==> src/hw/i2c_slv_pkg.sv <==
// package: register map, field positions, reset values and shared types of the i2c slave status block
package i2c_slv_pkg;
  // register byte addresses (word aligned)
  localparam logic [11:0] ADDR_STATUS_CONTROL = 12'h000; // i2c_slave_status_control
  localparam logic [11:0] ADDR_OWN_ADDRESS = 12'h004;
  localparam logic [11:0] ADDR_IRQ_STATUS = 12'h008;
  localparam logic [11:0] ADDR_IRQ_MASK = 12'h00c;
  localparam logic [11:0] ADDR_RX_DATA = 12'h010;
  localparam logic [11:0] ADDR_POWER = 12'h014;
  // field positions inside i2c_slave_status_control
  localparam int BIT_DONE = 7;
  localparam int BIT_AAS = 6;
  localparam int BIT_BUSY = 5;
  localparam int BIT_TXSEL = 4;
  localparam int BIT_ACK = 3;
  localparam int BIT_MRR = 2;
  localparam int BIT_WAKE_EN = 1;
  localparam int BIT_RXACK = 0;
  // reset values
  localparam logic [7:0] RST_STATUS_CONTROL = 8'h81;
  localparam logic [6:0] RST_OWN_ADDRESS = 7'h00;
  // interrupt status bit positions
  localparam int IRQ_DONE = 0;
  localparam int IRQ_MATCH = 1;
  localparam int IRQ_START = 2;
  localparam int IRQ_STOP = 3;
  localparam int IRQ_W = 4;
  // serial framing counts
  localparam logic [3:0] BITS_PER_BYTE = 4'h8;
  localparam logic [3:0] ACK_SLOT = 4'h9;
  // bus condition events seen on the serial lines
  typedef struct packed {
    logic start;
    logic stop;
    logic scl_rise;
    logic scl_fall;
    logic sda;
  } line_ev_t;
endpackage

==> src/hw/i2c_slave_status_control.sv <==
// top: i2c slave byte engine with status/control register behind apb
`timescale 1ns/100ps
// Overview of operation
// - after a full 8-bit data byte of an addressed frame has moved on the bus the transfer-done flag goes to one and an interrupt is raised.
// - while a data byte of an addressed frame is still being shifted the transfer-done flag stays zero; the address byte leaves it unchanged.
// - the addressed-as-slave flag is high when the calling address equals the own address, low otherwise.
// - a START condition sets the bus-busy flag.
// - a STOP condition clears the bus-busy flag.
// - master_read_request goes to one when the master asks to read, so the slave transmits.
// - master_read_request goes to zero when the master writes, so the slave receives.
// - the eighth bit after START, after seven address bits, is captured as master_read_request.
// - as receiver the slave drives the ack_to_send level on the ninth clock.
module i2c_slave_status_control
  import i2c_slv_pkg::*;
(
  input wire logic REF_CLK,
  input wire logic SRST,
  input wire logic PSEL,
  input wire logic PENABLE,
  input wire logic PWRITE,
  input wire logic [11:0] PADDR,
  input wire logic [31:0] PWDATA,
  output logic [31:0] PRDATA,
  output logic PREADY,
  output logic PSLVERR,
  input wire logic SCL_IN,
  input wire logic SDA_IN,
  output logic SDA_OUT,
  output logic SDA_OE_N,
  output logic IRQ,
  output logic WAKEUP_REQ
);
  typedef enum {ST_IDLE, ST_ADDR, ST_ADDR_ACK, ST_DATA, ST_DATA_ACK, ST_IGNORE} phase_t;

  line_ev_t ev;
  phase_t phase_r;
  logic [3:0] bit_cnt_r;
  logic [7:0] shift_r;
  logic [7:0] rx_data_r;
  logic done_r;
  logic aas_r;
  logic busy_r;
  logic mrr_r;
  logic rxack_r;
  logic drive_low_r;
  logic wake_r;
  logic [2:0] ctrl_bits;
  logic [6:0] own_addr;
  logic sleep_mode;
  logic [IRQ_W-1:0] irq_events;
  logic [7:0] status_control;

  // ----------------------------------------
  // line sampling and register file
  // ----------------------------------------
  i2c_line_sync u_sync (
    .clk(REF_CLK),
    .srst(SRST),
    .scl_in(SCL_IN),
    .sda_in(SDA_IN),
    .ev(ev)
  );

  i2c_apb_regs u_regs (
    .clk(REF_CLK),
    .srst(SRST),
    .psel(PSEL),
    .penable(PENABLE),
    .pwrite(PWRITE),
    .paddr(PADDR),
    .pwdata(PWDATA),
    .prdata(PRDATA),
    .pready(PREADY),
    .pslverr(PSLVERR),
    .status_control(status_control),
    .rx_data(rx_data_r),
    .irq_events(irq_events),
    .ctrl_bits(ctrl_bits),
    .own_addr(own_addr),
    .sleep_mode(sleep_mode),
    .irq(IRQ)
  );

  wire tx_select = ctrl_bits[2];
  wire ack_to_send = ctrl_bits[1];
  wire wake_en = ctrl_bits[0];

  // ----------------------------------------
  // status byte and event decode
  // ----------------------------------------
  assign status_control = {done_r, aas_r, busy_r, tx_select, ack_to_send, mrr_r, wake_en, rxack_r};
  wire byte_in = (bit_cnt_r == BITS_PER_BYTE - 4'h1) && ev.scl_rise;
  wire [7:0] byte_val = {shift_r[6:0], ev.sda};
  wire addr_hit = byte_val[7:1] == own_addr;
  wire in_data = phase_r == ST_DATA;
  wire done_evt = in_data && byte_in;
  wire match_evt = (phase_r == ST_ADDR) && byte_in && addr_hit;
  assign irq_events = {ev.stop, ev.start, match_evt, done_evt};
  // the slave only ever pulls sda low; the pad releases it otherwise
  assign SDA_OUT = 1'b0;
  assign SDA_OE_N = ~drive_low_r;
  assign WAKEUP_REQ = wake_r;

  // ----------------------------------------
  // bit counter and shifter, msb first
  // ----------------------------------------
  always_ff @(posedge REF_CLK)
  begin
    if (SRST || ev.start || ev.stop)
    begin
      bit_cnt_r <= 4'h0;
      shift_r <= 8'h00;
    end
    else if (ev.scl_rise)
    begin
      shift_r <= byte_val;
      bit_cnt_r <= (bit_cnt_r == ACK_SLOT - 4'h1) ? 4'h0 : bit_cnt_r + 4'h1;
    end
  end

  // ----------------------------------------
  // frame phase machine
  // ----------------------------------------
  always_ff @(posedge REF_CLK)
  begin
    if (SRST)
      phase_r <= ST_IDLE;
    else if (ev.stop)
      phase_r <= ST_IDLE;
    else if (ev.start)
      phase_r <= ST_ADDR;
    else if (ev.scl_rise)
    begin
      case (phase_r)
        ST_ADDR:
          if (bit_cnt_r == BITS_PER_BYTE - 4'h1)
            phase_r <= addr_hit ? ST_ADDR_ACK : ST_IGNORE;
        ST_ADDR_ACK:
          phase_r <= ST_DATA;
        ST_DATA:
          if (bit_cnt_r == BITS_PER_BYTE - 4'h1)
            phase_r <= ST_DATA_ACK;
        ST_DATA_ACK:
          phase_r <= ST_DATA;
        default:
          phase_r <= phase_r;
      endcase
    end
  end

  // ----------------------------------------
  // status flags
  // ----------------------------------------
  always_ff @(posedge REF_CLK)
  begin
    if (SRST)
    begin
      done_r <= RST_STATUS_CONTROL[BIT_DONE];
      aas_r <= RST_STATUS_CONTROL[BIT_AAS];
      busy_r <= RST_STATUS_CONTROL[BIT_BUSY];
      mrr_r <= RST_STATUS_CONTROL[BIT_MRR];
      rxack_r <= RST_STATUS_CONTROL[BIT_RXACK];
      rx_data_r <= 8'h00;
    end
    else
    begin
      if (ev.start)
        busy_r <= 1'b1;
      else if (ev.stop)
        busy_r <= 1'b0;
      if (ev.start)
        aas_r <= 1'b0;
      else if (phase_r == ST_ADDR && byte_in)
        aas_r <= addr_hit;
      if (phase_r == ST_ADDR && byte_in)
        mrr_r <= ev.sda;
      if (in_data && ev.scl_rise && bit_cnt_r == 4'h0)
        done_r <= 1'b0;
      else if (done_evt)
        done_r <= 1'b1;
      if (done_evt)
        rx_data_r <= byte_val;
      if (phase_r == ST_DATA_ACK && ev.scl_rise)
        rxack_r <= ev.sda;
    end
  end

  // ----------------------------------------
  // sda pull-down: address ack, and data ack level as receiver
  // ----------------------------------------
  // changes only on scl low so the master never sees a false start/stop
  always_ff @(posedge REF_CLK)
  begin
    if (SRST || ev.stop)
      drive_low_r <= 1'b0;
    else if (ev.scl_fall)
    begin
      if (phase_r == ST_ADDR_ACK)
        drive_low_r <= 1'b1;
      else if (phase_r == ST_DATA_ACK && !tx_select)
        drive_low_r <= ~ack_to_send;
      else
        drive_low_r <= 1'b0;
    end
  end

  // ----------------------------------------
  // wake-up request, held until software leaves sleep
  // ----------------------------------------
  always_ff @(posedge REF_CLK)
  begin
    if (SRST || !sleep_mode)
      wake_r <= 1'b0;
    else if (match_evt && wake_en)
      wake_r <= 1'b1;
  end

  // ----------------------------------------
  // checks
  // ----------------------------------------
  a_busy_on_start: assert property (@(posedge REF_CLK) disable iff (SRST)
    ev.start |=> busy_r)
    else $error("busy flag not set after start");
  a_busy_on_stop: assert property (@(posedge REF_CLK) disable iff (SRST)
    ev.stop && !ev.start |=> !busy_r)
    else $error("busy flag not cleared after stop");
  a_done_set: assert property (@(posedge REF_CLK) disable iff (SRST)
    done_evt |=> done_r && status_control[BIT_DONE])
    else $error("done flag not set after byte");
  a_done_low_shift: assert property (@(posedge REF_CLK) disable iff (SRST)
    in_data && bit_cnt_r != 4'h0 && $past(in_data) && !$past(done_evt) && !done_evt |-> !done_r)
    else $error("done flag high mid byte");
  a_match_flag: assert property (@(posedge REF_CLK) disable iff (SRST)
    phase_r == ST_ADDR && byte_in && !ev.start |=> aas_r == $past(addr_hit))
    else $error("address match flag wrong");
  a_rw_capture: assert property (@(posedge REF_CLK) disable iff (SRST)
    phase_r == ST_ADDR && byte_in |=> mrr_r == $past(ev.sda))
    else $error("read/write bit not captured");
  a_rw_write: assert property (@(posedge REF_CLK) disable iff (SRST)
    phase_r == ST_ADDR && byte_in && !ev.sda |=> !mrr_r)
    else $error("write request not shown");
  a_rw_eighth: assert property (@(posedge REF_CLK) disable iff (SRST)
    phase_r == ST_ADDR && byte_in |-> bit_cnt_r == 4'h7)
    else $error("rw bit not the eighth");
  a_ack_drive: assert property (@(posedge REF_CLK) disable iff (SRST)
    phase_r == ST_DATA_ACK && ev.scl_fall && !tx_select && !ev.stop |=> drive_low_r == !$past(ack_to_send))
    else $error("ack level not driven on ninth clock");
  a_wake_req: assert property (@(posedge REF_CLK) disable iff (SRST)
    match_evt && wake_en && sleep_mode |=> WAKEUP_REQ)
    else $error("wake-up request missing");

  // ----------------------------------------
  // frame sequencing and acknowledge checks
  // ----------------------------------------
  // a start always restarts the address phase from bit zero
  a_start_addr: assert property (@(posedge REF_CLK) disable iff (SRST)
    ev.start && !ev.stop |=> phase_r == ST_ADDR && bit_cnt_r == 4'h0)
    else $error("start did not restart address phase");
  // a stop always parks the frame machine
  a_stop_idle: assert property (@(posedge REF_CLK) disable iff (SRST)
    ev.stop |=> phase_r == ST_IDLE && !drive_low_r)
    else $error("stop did not end the frame");
  // the matched slave pulls sda low through the address ack slot
  a_addr_ack: assert property (@(posedge REF_CLK) disable iff (SRST)
    phase_r == ST_ADDR_ACK && ev.scl_fall && !ev.stop |=> drive_low_r)
    else $error("address ack not driven on match");
  // a foreign address must leave the bus alone until the next condition
  a_ignore_quiet: assert property (@(posedge REF_CLK) disable iff (SRST)
    phase_r == ST_IGNORE && ev.scl_fall |=> !drive_low_r)
    else $error("sda pulled while ignoring frame");
  // the completed byte is what software reads back
  a_rx_capture: assert property (@(posedge REF_CLK) disable iff (SRST)
    done_evt |=> rx_data_r == $past(byte_val))
    else $error("received byte not captured");
  // leaving sleep always withdraws the wake-up request
  a_wake_awake: assert property (@(posedge REF_CLK) disable iff (SRST)
    !sleep_mode |=> !WAKEUP_REQ)
    else $error("wake-up request while awake");
  c_data_ack: cover property (@(posedge REF_CLK) phase_r == ST_DATA_ACK && !SDA_OE_N);
  c_match: cover property (@(posedge REF_CLK) match_evt);
  c_byte_done: cover property (@(posedge REF_CLK) done_evt);
  c_wake: cover property (@(posedge REF_CLK) $rose(WAKEUP_REQ));
  c_stop: cover property (@(posedge REF_CLK) busy_r ##1 !busy_r);
endmodule

==> src/hw/i2c_line_sync.sv <==
// two-flop synchroniser and edge/condition detector for the serial lines
`timescale 1ns/100ps
module i2c_line_sync
  import i2c_slv_pkg::*;
(
  input wire logic clk,
  input wire logic srst,
  input wire logic scl_in,
  input wire logic sda_in,
  output line_ev_t ev
);
  logic [1:0] scl_sync_r;
  logic [1:0] sda_sync_r;
  logic scl_last_r;
  logic sda_last_r;

  // ----------------------------------------
  // synchronisers, idle high like the bus
  // ----------------------------------------
  always_ff @(posedge clk)
  begin
    if (srst)
    begin
      scl_sync_r <= 2'h3;
      sda_sync_r <= 2'h3;
      scl_last_r <= 1'b1;
      sda_last_r <= 1'b1;
    end
    else
    begin
      scl_sync_r <= {scl_sync_r[0], scl_in};
      sda_sync_r <= {sda_sync_r[0], sda_in};
      scl_last_r <= scl_sync_r[1];
      sda_last_r <= sda_sync_r[1];
    end
  end

  // only the second stage and its delayed copy feed the detectors
  assign ev.scl_rise = scl_sync_r[1] & ~scl_last_r;
  assign ev.scl_fall = ~scl_sync_r[1] & scl_last_r;
  assign ev.start = scl_sync_r[1] & scl_last_r & sda_last_r & ~sda_sync_r[1];
  assign ev.stop = scl_sync_r[1] & scl_last_r & ~sda_last_r & sda_sync_r[1];
  assign ev.sda = sda_sync_r[1];
endmodule

==> src/hw/i2c_apb_regs.sv <==
// apb slave register file with sticky interrupt status and mask
`timescale 1ns/100ps
module i2c_apb_regs
  import i2c_slv_pkg::*;
(
  input wire logic clk,
  input wire logic srst,
  input wire logic psel,
  input wire logic penable,
  input wire logic pwrite,
  input wire logic [11:0] paddr,
  input wire logic [31:0] pwdata,
  output logic [31:0] prdata,
  output logic pready,
  output logic pslverr,
  input wire logic [7:0] status_control,
  input wire logic [7:0] rx_data,
  input wire logic [IRQ_W-1:0] irq_events,
  output logic [2:0] ctrl_bits,
  output logic [6:0] own_addr,
  output logic sleep_mode,
  output logic irq
);
  logic [2:0] ctrl_r;
  logic [6:0] own_r;
  logic [IRQ_W-1:0] ist_r;
  logic [IRQ_W-1:0] imask_r;
  logic sleep_r;
  logic [31:0] rdata_nxt;
  wire wr_en = psel & penable & pwrite;
  wire hit_sc = paddr == ADDR_STATUS_CONTROL;
  wire hit_own = paddr == ADDR_OWN_ADDRESS;
  wire hit_ist = paddr == ADDR_IRQ_STATUS;
  wire hit_msk = paddr == ADDR_IRQ_MASK;
  wire hit_rx = paddr == ADDR_RX_DATA;
  wire hit_pwr = paddr == ADDR_POWER;
  wire mapped = hit_sc | hit_own | hit_ist | hit_msk | hit_rx | hit_pwr;

  // ----------------------------------------
  // read decode: zero-wait, unmapped answers error
  // ----------------------------------------
  assign rdata_nxt = hit_sc ? {24'h0, status_control} :
                     hit_own ? {25'h0, own_r} :
                     hit_ist ? {{(32-IRQ_W){1'b0}}, ist_r} :
                     hit_msk ? {{(32-IRQ_W){1'b0}}, imask_r} :
                     hit_rx ? {24'h0, rx_data} :
                     hit_pwr ? {31'h0, sleep_r} : 32'h0;
  assign prdata = rdata_nxt;
  assign pready = 1'b1;
  assign pslverr = psel & penable & ~mapped;
  assign ctrl_bits = ctrl_r;
  assign own_addr = own_r;
  assign sleep_mode = sleep_r;
  assign irq = |(ist_r & imask_r);

  // ----------------------------------------
  // writable registers; event set beats a write-one clear
  // ----------------------------------------
  always_ff @(posedge clk)
  begin
    if (srst)
    begin
      ctrl_r <= {RST_STATUS_CONTROL[BIT_TXSEL], RST_STATUS_CONTROL[BIT_ACK], RST_STATUS_CONTROL[BIT_WAKE_EN]};
      own_r <= RST_OWN_ADDRESS;
      ist_r <= '0;
      imask_r <= '0;
      sleep_r <= 1'b0;
    end
    else
    begin
      if (wr_en && hit_sc)
        ctrl_r <= {pwdata[BIT_TXSEL], pwdata[BIT_ACK], pwdata[BIT_WAKE_EN]};
      if (wr_en && hit_own)
        own_r <= pwdata[6:0];
      if (wr_en && hit_msk)
        imask_r <= pwdata[IRQ_W-1:0];
      if (wr_en && hit_pwr)
        sleep_r <= pwdata[0];
      ist_r <= (ist_r & ~((wr_en && hit_ist) ? pwdata[IRQ_W-1:0] : '0)) | irq_events;
    end
  end

  a_irq_level: assert property (@(posedge clk) disable iff (srst)
    irq_events[IRQ_DONE] && imask_r[IRQ_DONE] |=> irq)
    else $error("masked-in done event did not raise irq");
endmodule

==> config.mk <==
export PLATFORM = sky130hd
export DESIGN_NAME = i2c_slave_status_control
export DESIGN_NICKNAME = d
export VERILOG_FILES = /design/src/hw/i2c_slv_pkg.sv /design/src/hw/i2c_slave_status_control.sv /design/src/hw/i2c_line_sync.sv /design/src/hw/i2c_apb_regs.sv
export SDC_FILE = /design/constraint.sdc
export NUM_CORES = 1
export LEC_CHECK = 0
export ABC_AREA = 0
export CORE_ASPECT_RATIO = 0.5
export CORE_UTILIZATION = 65
export CTS_CLUSTER_DIAMETER = 200
export DETAILED_ROUTE_END_ITERATION = 8
export DONT_BUFFER_PORTS = 1
export PLACE_DENSITY = 0.8
export RECOVER_POWER = 100
export SLEW_MARGIN = 20
export SYNTH_ARGS = -nofsm -noshare
export SYNTH_HDL_FRONTEND = slang
export SYNTH_SLANG_ARGS = --single-unit
==> constraint.sdc <==
create_clock -name REF_CLK -period 4.06 [get_ports REF_CLK]
set_input_delay 0.812 -clock REF_CLK [delete_from_list [all_inputs] [get_ports REF_CLK]]
set_output_delay 0.812 -clock REF_CLK [all_outputs]
set_load 0.1 [all_outputs]
======== Word-level counts from Yosys, hierarchy flattened ========
Index checks and enable logic that the tools add are counted.
storage, ports and cells
  latch bits .............................. 0
  flip-flop bits (word level) ............. 83
  output and inout port bits .............. 38
  bits of input ports ..................... 51
  memories ................................ 0
  bits in read-only memories .............. 0
  word-level logic and storage cells ...... 122
  RAM bits ................................ 0
operators by class
  reductions and logical operators ........ 34
  eq/ne operators ......................... 20
  shift-type cells ........................ 0
  muxes and demuxes ....................... 20
  add/sub/neg operators ................... 1
  bitwise logic cells ..................... 26
  $mul .................................... 0
  divide/modulo/power cells ............... 0
  order comparisons ....................... 0
operator list
  kind                                            count
  2-to-1 mux 32 bit                               7
  == test 32 x 2 -> 1 bit, second input constant  3
  == test 32 x 3 -> 1 bit, second input constant  3
  case mux 32 bit (3 select lines)                1
  == test 32 x 1 -> 1 bit, second input constant  1
  == test 32 x 4 -> 1 bit, second input constant  1
  == test 12 x 4 -> 1 bit, second input constant  2
  == test 12 x 5 -> 1 bit, second input constant  2
  logical AND 1 bit                               14
  == test 12 x 3 -> 1 bit, second input constant  1
  logical NOT 12 bit                              1
  bitwise AND 1 bit                               10
  2-to-1 mux 1 bit                                9
  bitwise AND 4 bit                               2
  2-to-1 mux 4 bit                                2
  AND reduction 4 bit                             2
  == test 7 bit                                   1
  NOT 1 bit                                       7
  != test 3 bit, second input constant            2
  nonzero test 2 bit                              3
  OR reduction 2 bit                              3
  bitwise OR 1 bit                                5
  adder 4 x 1 -> 4 bit, second input constant     1
  == test 4 x 3 -> 1 bit, second input constant   1
  other kinds (12)                                17

======== Longest topological paths before layout ========
  depth in word-level cells ............... 8
  gate-level depth with buffers ........... 6
  depth with buffers taken out ............ 5

======== Hierarchy ========
From an unflattened synthesis, not the netlist that was laid out.
second synthesis, totals
  cell total of the unflattened synthesis .. 326
  area, all modules ....................... 2921.6 µm²
modules (own cells, without submodules)
  module                    sequential area each (µm²)  cells each  area an instance (µm²)  instances
  i2c_slave_status_control  580.6                       143         1373.8                  1
  i2c_apb_regs              380.4                       166         1350.0                  1
  i2c_line_sync             120.1                       17          197.7                   1

======== Least setup slack after synthesis ========
No wires, ideal clock.
  path type ............................... input-to-output
  start ................................... in PADDR[11]
  end ..................................... out PRDATA[1]
  path slack .............................. -782 ps
  arrival time ............................ 4030 ps
  cell stages on the path ................. 5
  data required time ...................... 3248 ps
  path buffers ............................ 1
  path through ............................ or4_4 -> nor2_1 -> buf_2 -> nand2_1 -> o31ai_1
on the way
  cells in the longest elaborated chain, start to end .. 6
  elaborated cells between the ends (all ways) .. 10
  those cells by class .................... eq/ne (4); mux (5); reduce/logical (1)
RTL lines
  element                  RTL line                        RTL
  start, declared          i2c_slave_status_control.sv:21  input wire logic [11:0] PADDR,
  == test 12 x 5 -> 1 bit  i2c_apb_regs.sv:35              wire hit_rx = paddr == ADDR_RX_DATA;
  2-to-1 mux 32 bit        i2c_apb_regs.sv:46              hit_rx ? {24'h0, rx_data} :
  2-to-1 mux 32 bit        i2c_apb_regs.sv:45              hit_msk ? {{(32-IRQ_W){1'b0}}, imask_r} :
  2-to-1 mux 32 bit        i2c_apb_regs.sv:44              hit_ist ? {{(32-IRQ_W){1'b0}}, ist_r} :
  2-to-1 mux 32 bit        i2c_apb_regs.sv:43              hit_own ? {25'h0, own_r} :
  2-to-1 mux 32 bit *      i2c_apb_regs.sv:42              assign rdata_nxt = hit_sc ? {24'h0, status_control} :
  end, declared            i2c_slave_status_control.sv:23  output logic [31:0] PRDATA,
Every way passes the cells marked *; elsewhere a longest branch is shown, timed or not.

======== Worst setup path in the final report ========
  start ................................... in PADDR[11]
  end ..................................... out PRDATA[5]
The elaborated chain is that of the path after synthesis.

==> reports/qor.yml <==
die:
  die_y_um: 49.13
  core_area_mm2: 0.004084
  die_x_um: 96.26
  io_pins: 89
  num_rows: 16
  die_area_mm2: 0.004729
  start_util: 0.7071
timing:
  drv_slew: 12
  tns_ps: 0
  fmax_mhz: 273.6
  rsz0062_at_grt: "false"
  worst_slew_pin_slew_ps: 1800
  min_period_ps: 3655
  setup_violations: 0
  relSlewSlack: -0.2093
  period_share: 0.9002
  hold_viol_final: 0
  skew_ps: 12.47
place:
  port_buffers: 0
  dp_hpwl_um: 4721
  place_congestion: 0.9294
  place_area_mm2: 0.002910
clock_tree:
  ctsRootBufferMaster: "clkbuf_8"
  postCtsResizedCells: 0
  cts_tree: "done"
  ctsHoldBuffers: 0
  cts-htree-levels: 2
  cts.clk_slew.worst_paths_ps: 100
  insertion_delay_ps: 310
  cts_made_buffers: 5
  cts.sinks: 54
  clockBufferDepth: 2
  cts_setup_buffers: 0
setup_path:
  worstSetupPathType: "in2out"
  cp-start-kind: "primary input"
  cp_data_required_time_ps: 3250
  end_kind: "primary output"
  path_max_fanout: 11
  arrival_ps: 2840
pwr:
  clkPwrFrac: 0.322
  p_leak_nw: 1.046
  power.density_mw_per_mm2: 340.0
  internal_power_mw: 0.6901
  ir_drop_mv: 0.2523
  seq_power_share: 0.533
  power.switching_mw: 0.3200
  pwr-share-comb: 0.145
  switching_share: 0.3168
flow_run:
  drv_cap: 1
synth:
  synth_warnings: 0
  synth_cells: 349
  synth-edff-count: 0
  synth_area_leaders: "dfxtp_1, buf_4, a21oi_1, mux2i_1, nand2_1"
  synthMostInstantiatedCell: "dfxtp_1"
  netlist_area_mm2: 0.002888
  synthFlopType: "dfxtp_1"
  synth_common_cells: "dfxtp_1, nand2_1, a21oi_1, buf_4, nor2_1"
  async_reset_ff_frac: 0
  synth-seq-area-share: 0.3744
  synth_area_per_cell_um2: 8.274
  ys_types: 49
  synth_top_area_share: 0.3744
  ys_ff_latch: 54
  synth_top_area_cell: "dfxtp_1"
final_layout:
  layout.nets: 399
  fillers: 302
  register_area_mm2: 0.001081
  antennaDiodeCount: 0
  layout-drive-gt1-share: 0.08934
  design_area_mm2: 0.002970
  multiInputGateArea_mm2: 0.001614
  area_growth_syn_to_layout_pct: 2.860
detailed_routing:
  num_vias: 2481
  routed_wl_um: 6528
  drc: 0
  wire_per_inst_um: 16.28
  ant_nets: 0
  vias_per_cell: 6.187
  dr.pass1.iters: 5
  drt-initial-drc-count: 193
grt:
  grt_pass1_vias: 2173
  grt_max_degree: 42
  grt_pass1_wl_um: 10640
  grt.overflow.total: 0
  grt_usage: 0.2971
  antenna_found_initial: 0
status:
  violations: "capacitance limit, slew limit"
  status: "finished with violations"
worst_hold_path:
  min_path_type: "reg2reg"
==> per-layer routing <==
metal  GRT usage  share of wire
met1      0.4519           0.48
met2      0.4362           0.44
met3     0.07321          0.082
met4     0.03234         0.0014
met5           0              0
==> critical path: stages <==
cell      delay [ps]
nor4_1           550
nand2_1          100
buf_4            200
nor3_1           470
a221o_1          240
clkbuf_2         460
==> cell type report <==
type | count | area share
clock inverters | 2 | 0.005476
multi-input cells | 263 | 0.5434
well taps | 54 | 0.02275
inverters | 11 | 0.01390
repair buffers | 11 | 0.02275
clock buffers | 6 | 0.02780
flip-flops and latches | 54 | 0.3639
==> registers in the layout (all words and copies together), names as in the netlist, 2 cells and up <==
| register | cells |
|---|---|
| u_regs.imask_r | 4 |
| u_regs.own_addr | 7 |
| u_regs.ist_r | 4 |
| u_sync.sda_sync_r | 2 |
| bit_cnt_r | 4 |
| shift_r | 7 |
| u_regs.ctrl_bits | 3 |
| phase_r | 3 |
| u_sync.scl_sync_r | 2 |
| rx_data_r | 8 |
==> placed cells by master (no fill, tap or decap), drive strengths merged, types with 4 or more instances in the layout <==
master / n
buf: 6
nand2b: 13
nor4: 4
a21oi: 34
a211oi: 4
nand4: 9
o21ai: 11
clkbuf: 11
nor3: 5
mux2i: 15
and3: 5
inv: 12
nor2: 26
or2: 6
nand4b: 5
dfxtp: 54
nand2: 37
conb: 26
nand3: 6
xnor2: 7
o31ai: 10
==> worst paths after layout <==
check             cells after the start            startpoint                    to  slack, ps
setup / recovery                      6             PADDR[11]             PRDATA[5]        410
hold / removal                        1  u_sync.sda_sync_r[0]  u_sync.sda_sync_r[1]        420
setup reg to reg                      4     u_sync.scl_last_r       u_regs.ist_r[0]       1270
hold reg to reg                       1  u_sync.sda_sync_r[0]  u_sync.sda_sync_r[1]        420
==> kinds of logic (layout without fill, tap and decap cells) <==
family / Yosys count / count (layout) / synth area share
AO/OA/AOI/OAI: 79 / 79 / 0.1729
XOR/XNOR: 8 / 8 / 0.02426
adder cells (fa/ha/maj): 2 / 2 / 0.008664
other: 2 / 26 / 0.002601
multiplexers: 16 / 16 / 0.05589
flip-flops: 54 / 54 / 0.3744
AND/OR/NAND/NOR: 132 / 132 / 0.2522
buffers and inverters: 56 / 30 / 0.1092
==> stage by stage <==
step	utilization	power [mW]	hold slack (ps)	std cells	worst slack, ps
floorplan	-	0.7159	389.5	373	-782.1
global placement	0.7126	0.6951	390.0	393	697.2
detailed placement	0.7126	0.6967	393.5	393	730.9
CTS	0.7368	1.009	420.1	401	721.3
global route	0.7273	1.045	450.8	401	322.8
finish	0.7273	1.010	419.2	401	405.3
==> power groups by stage <==
stage / sequential, mW / clock (mW) / combinational (mW)
4_1_cts: 0.538 / 0.324 / 0.146
2_1_floorplan: 0.549 / 0 / 0.167
3_5_place_dp: 0.551 / 0 / 0.146
5_1_grt: 0.540 / 0.353 / 0.152
6_report: 0.539 / 0.325 / 0.146
3_3_place_gp: 0.550 / 0 / 0.145
(Power assumes the default switching activity.)
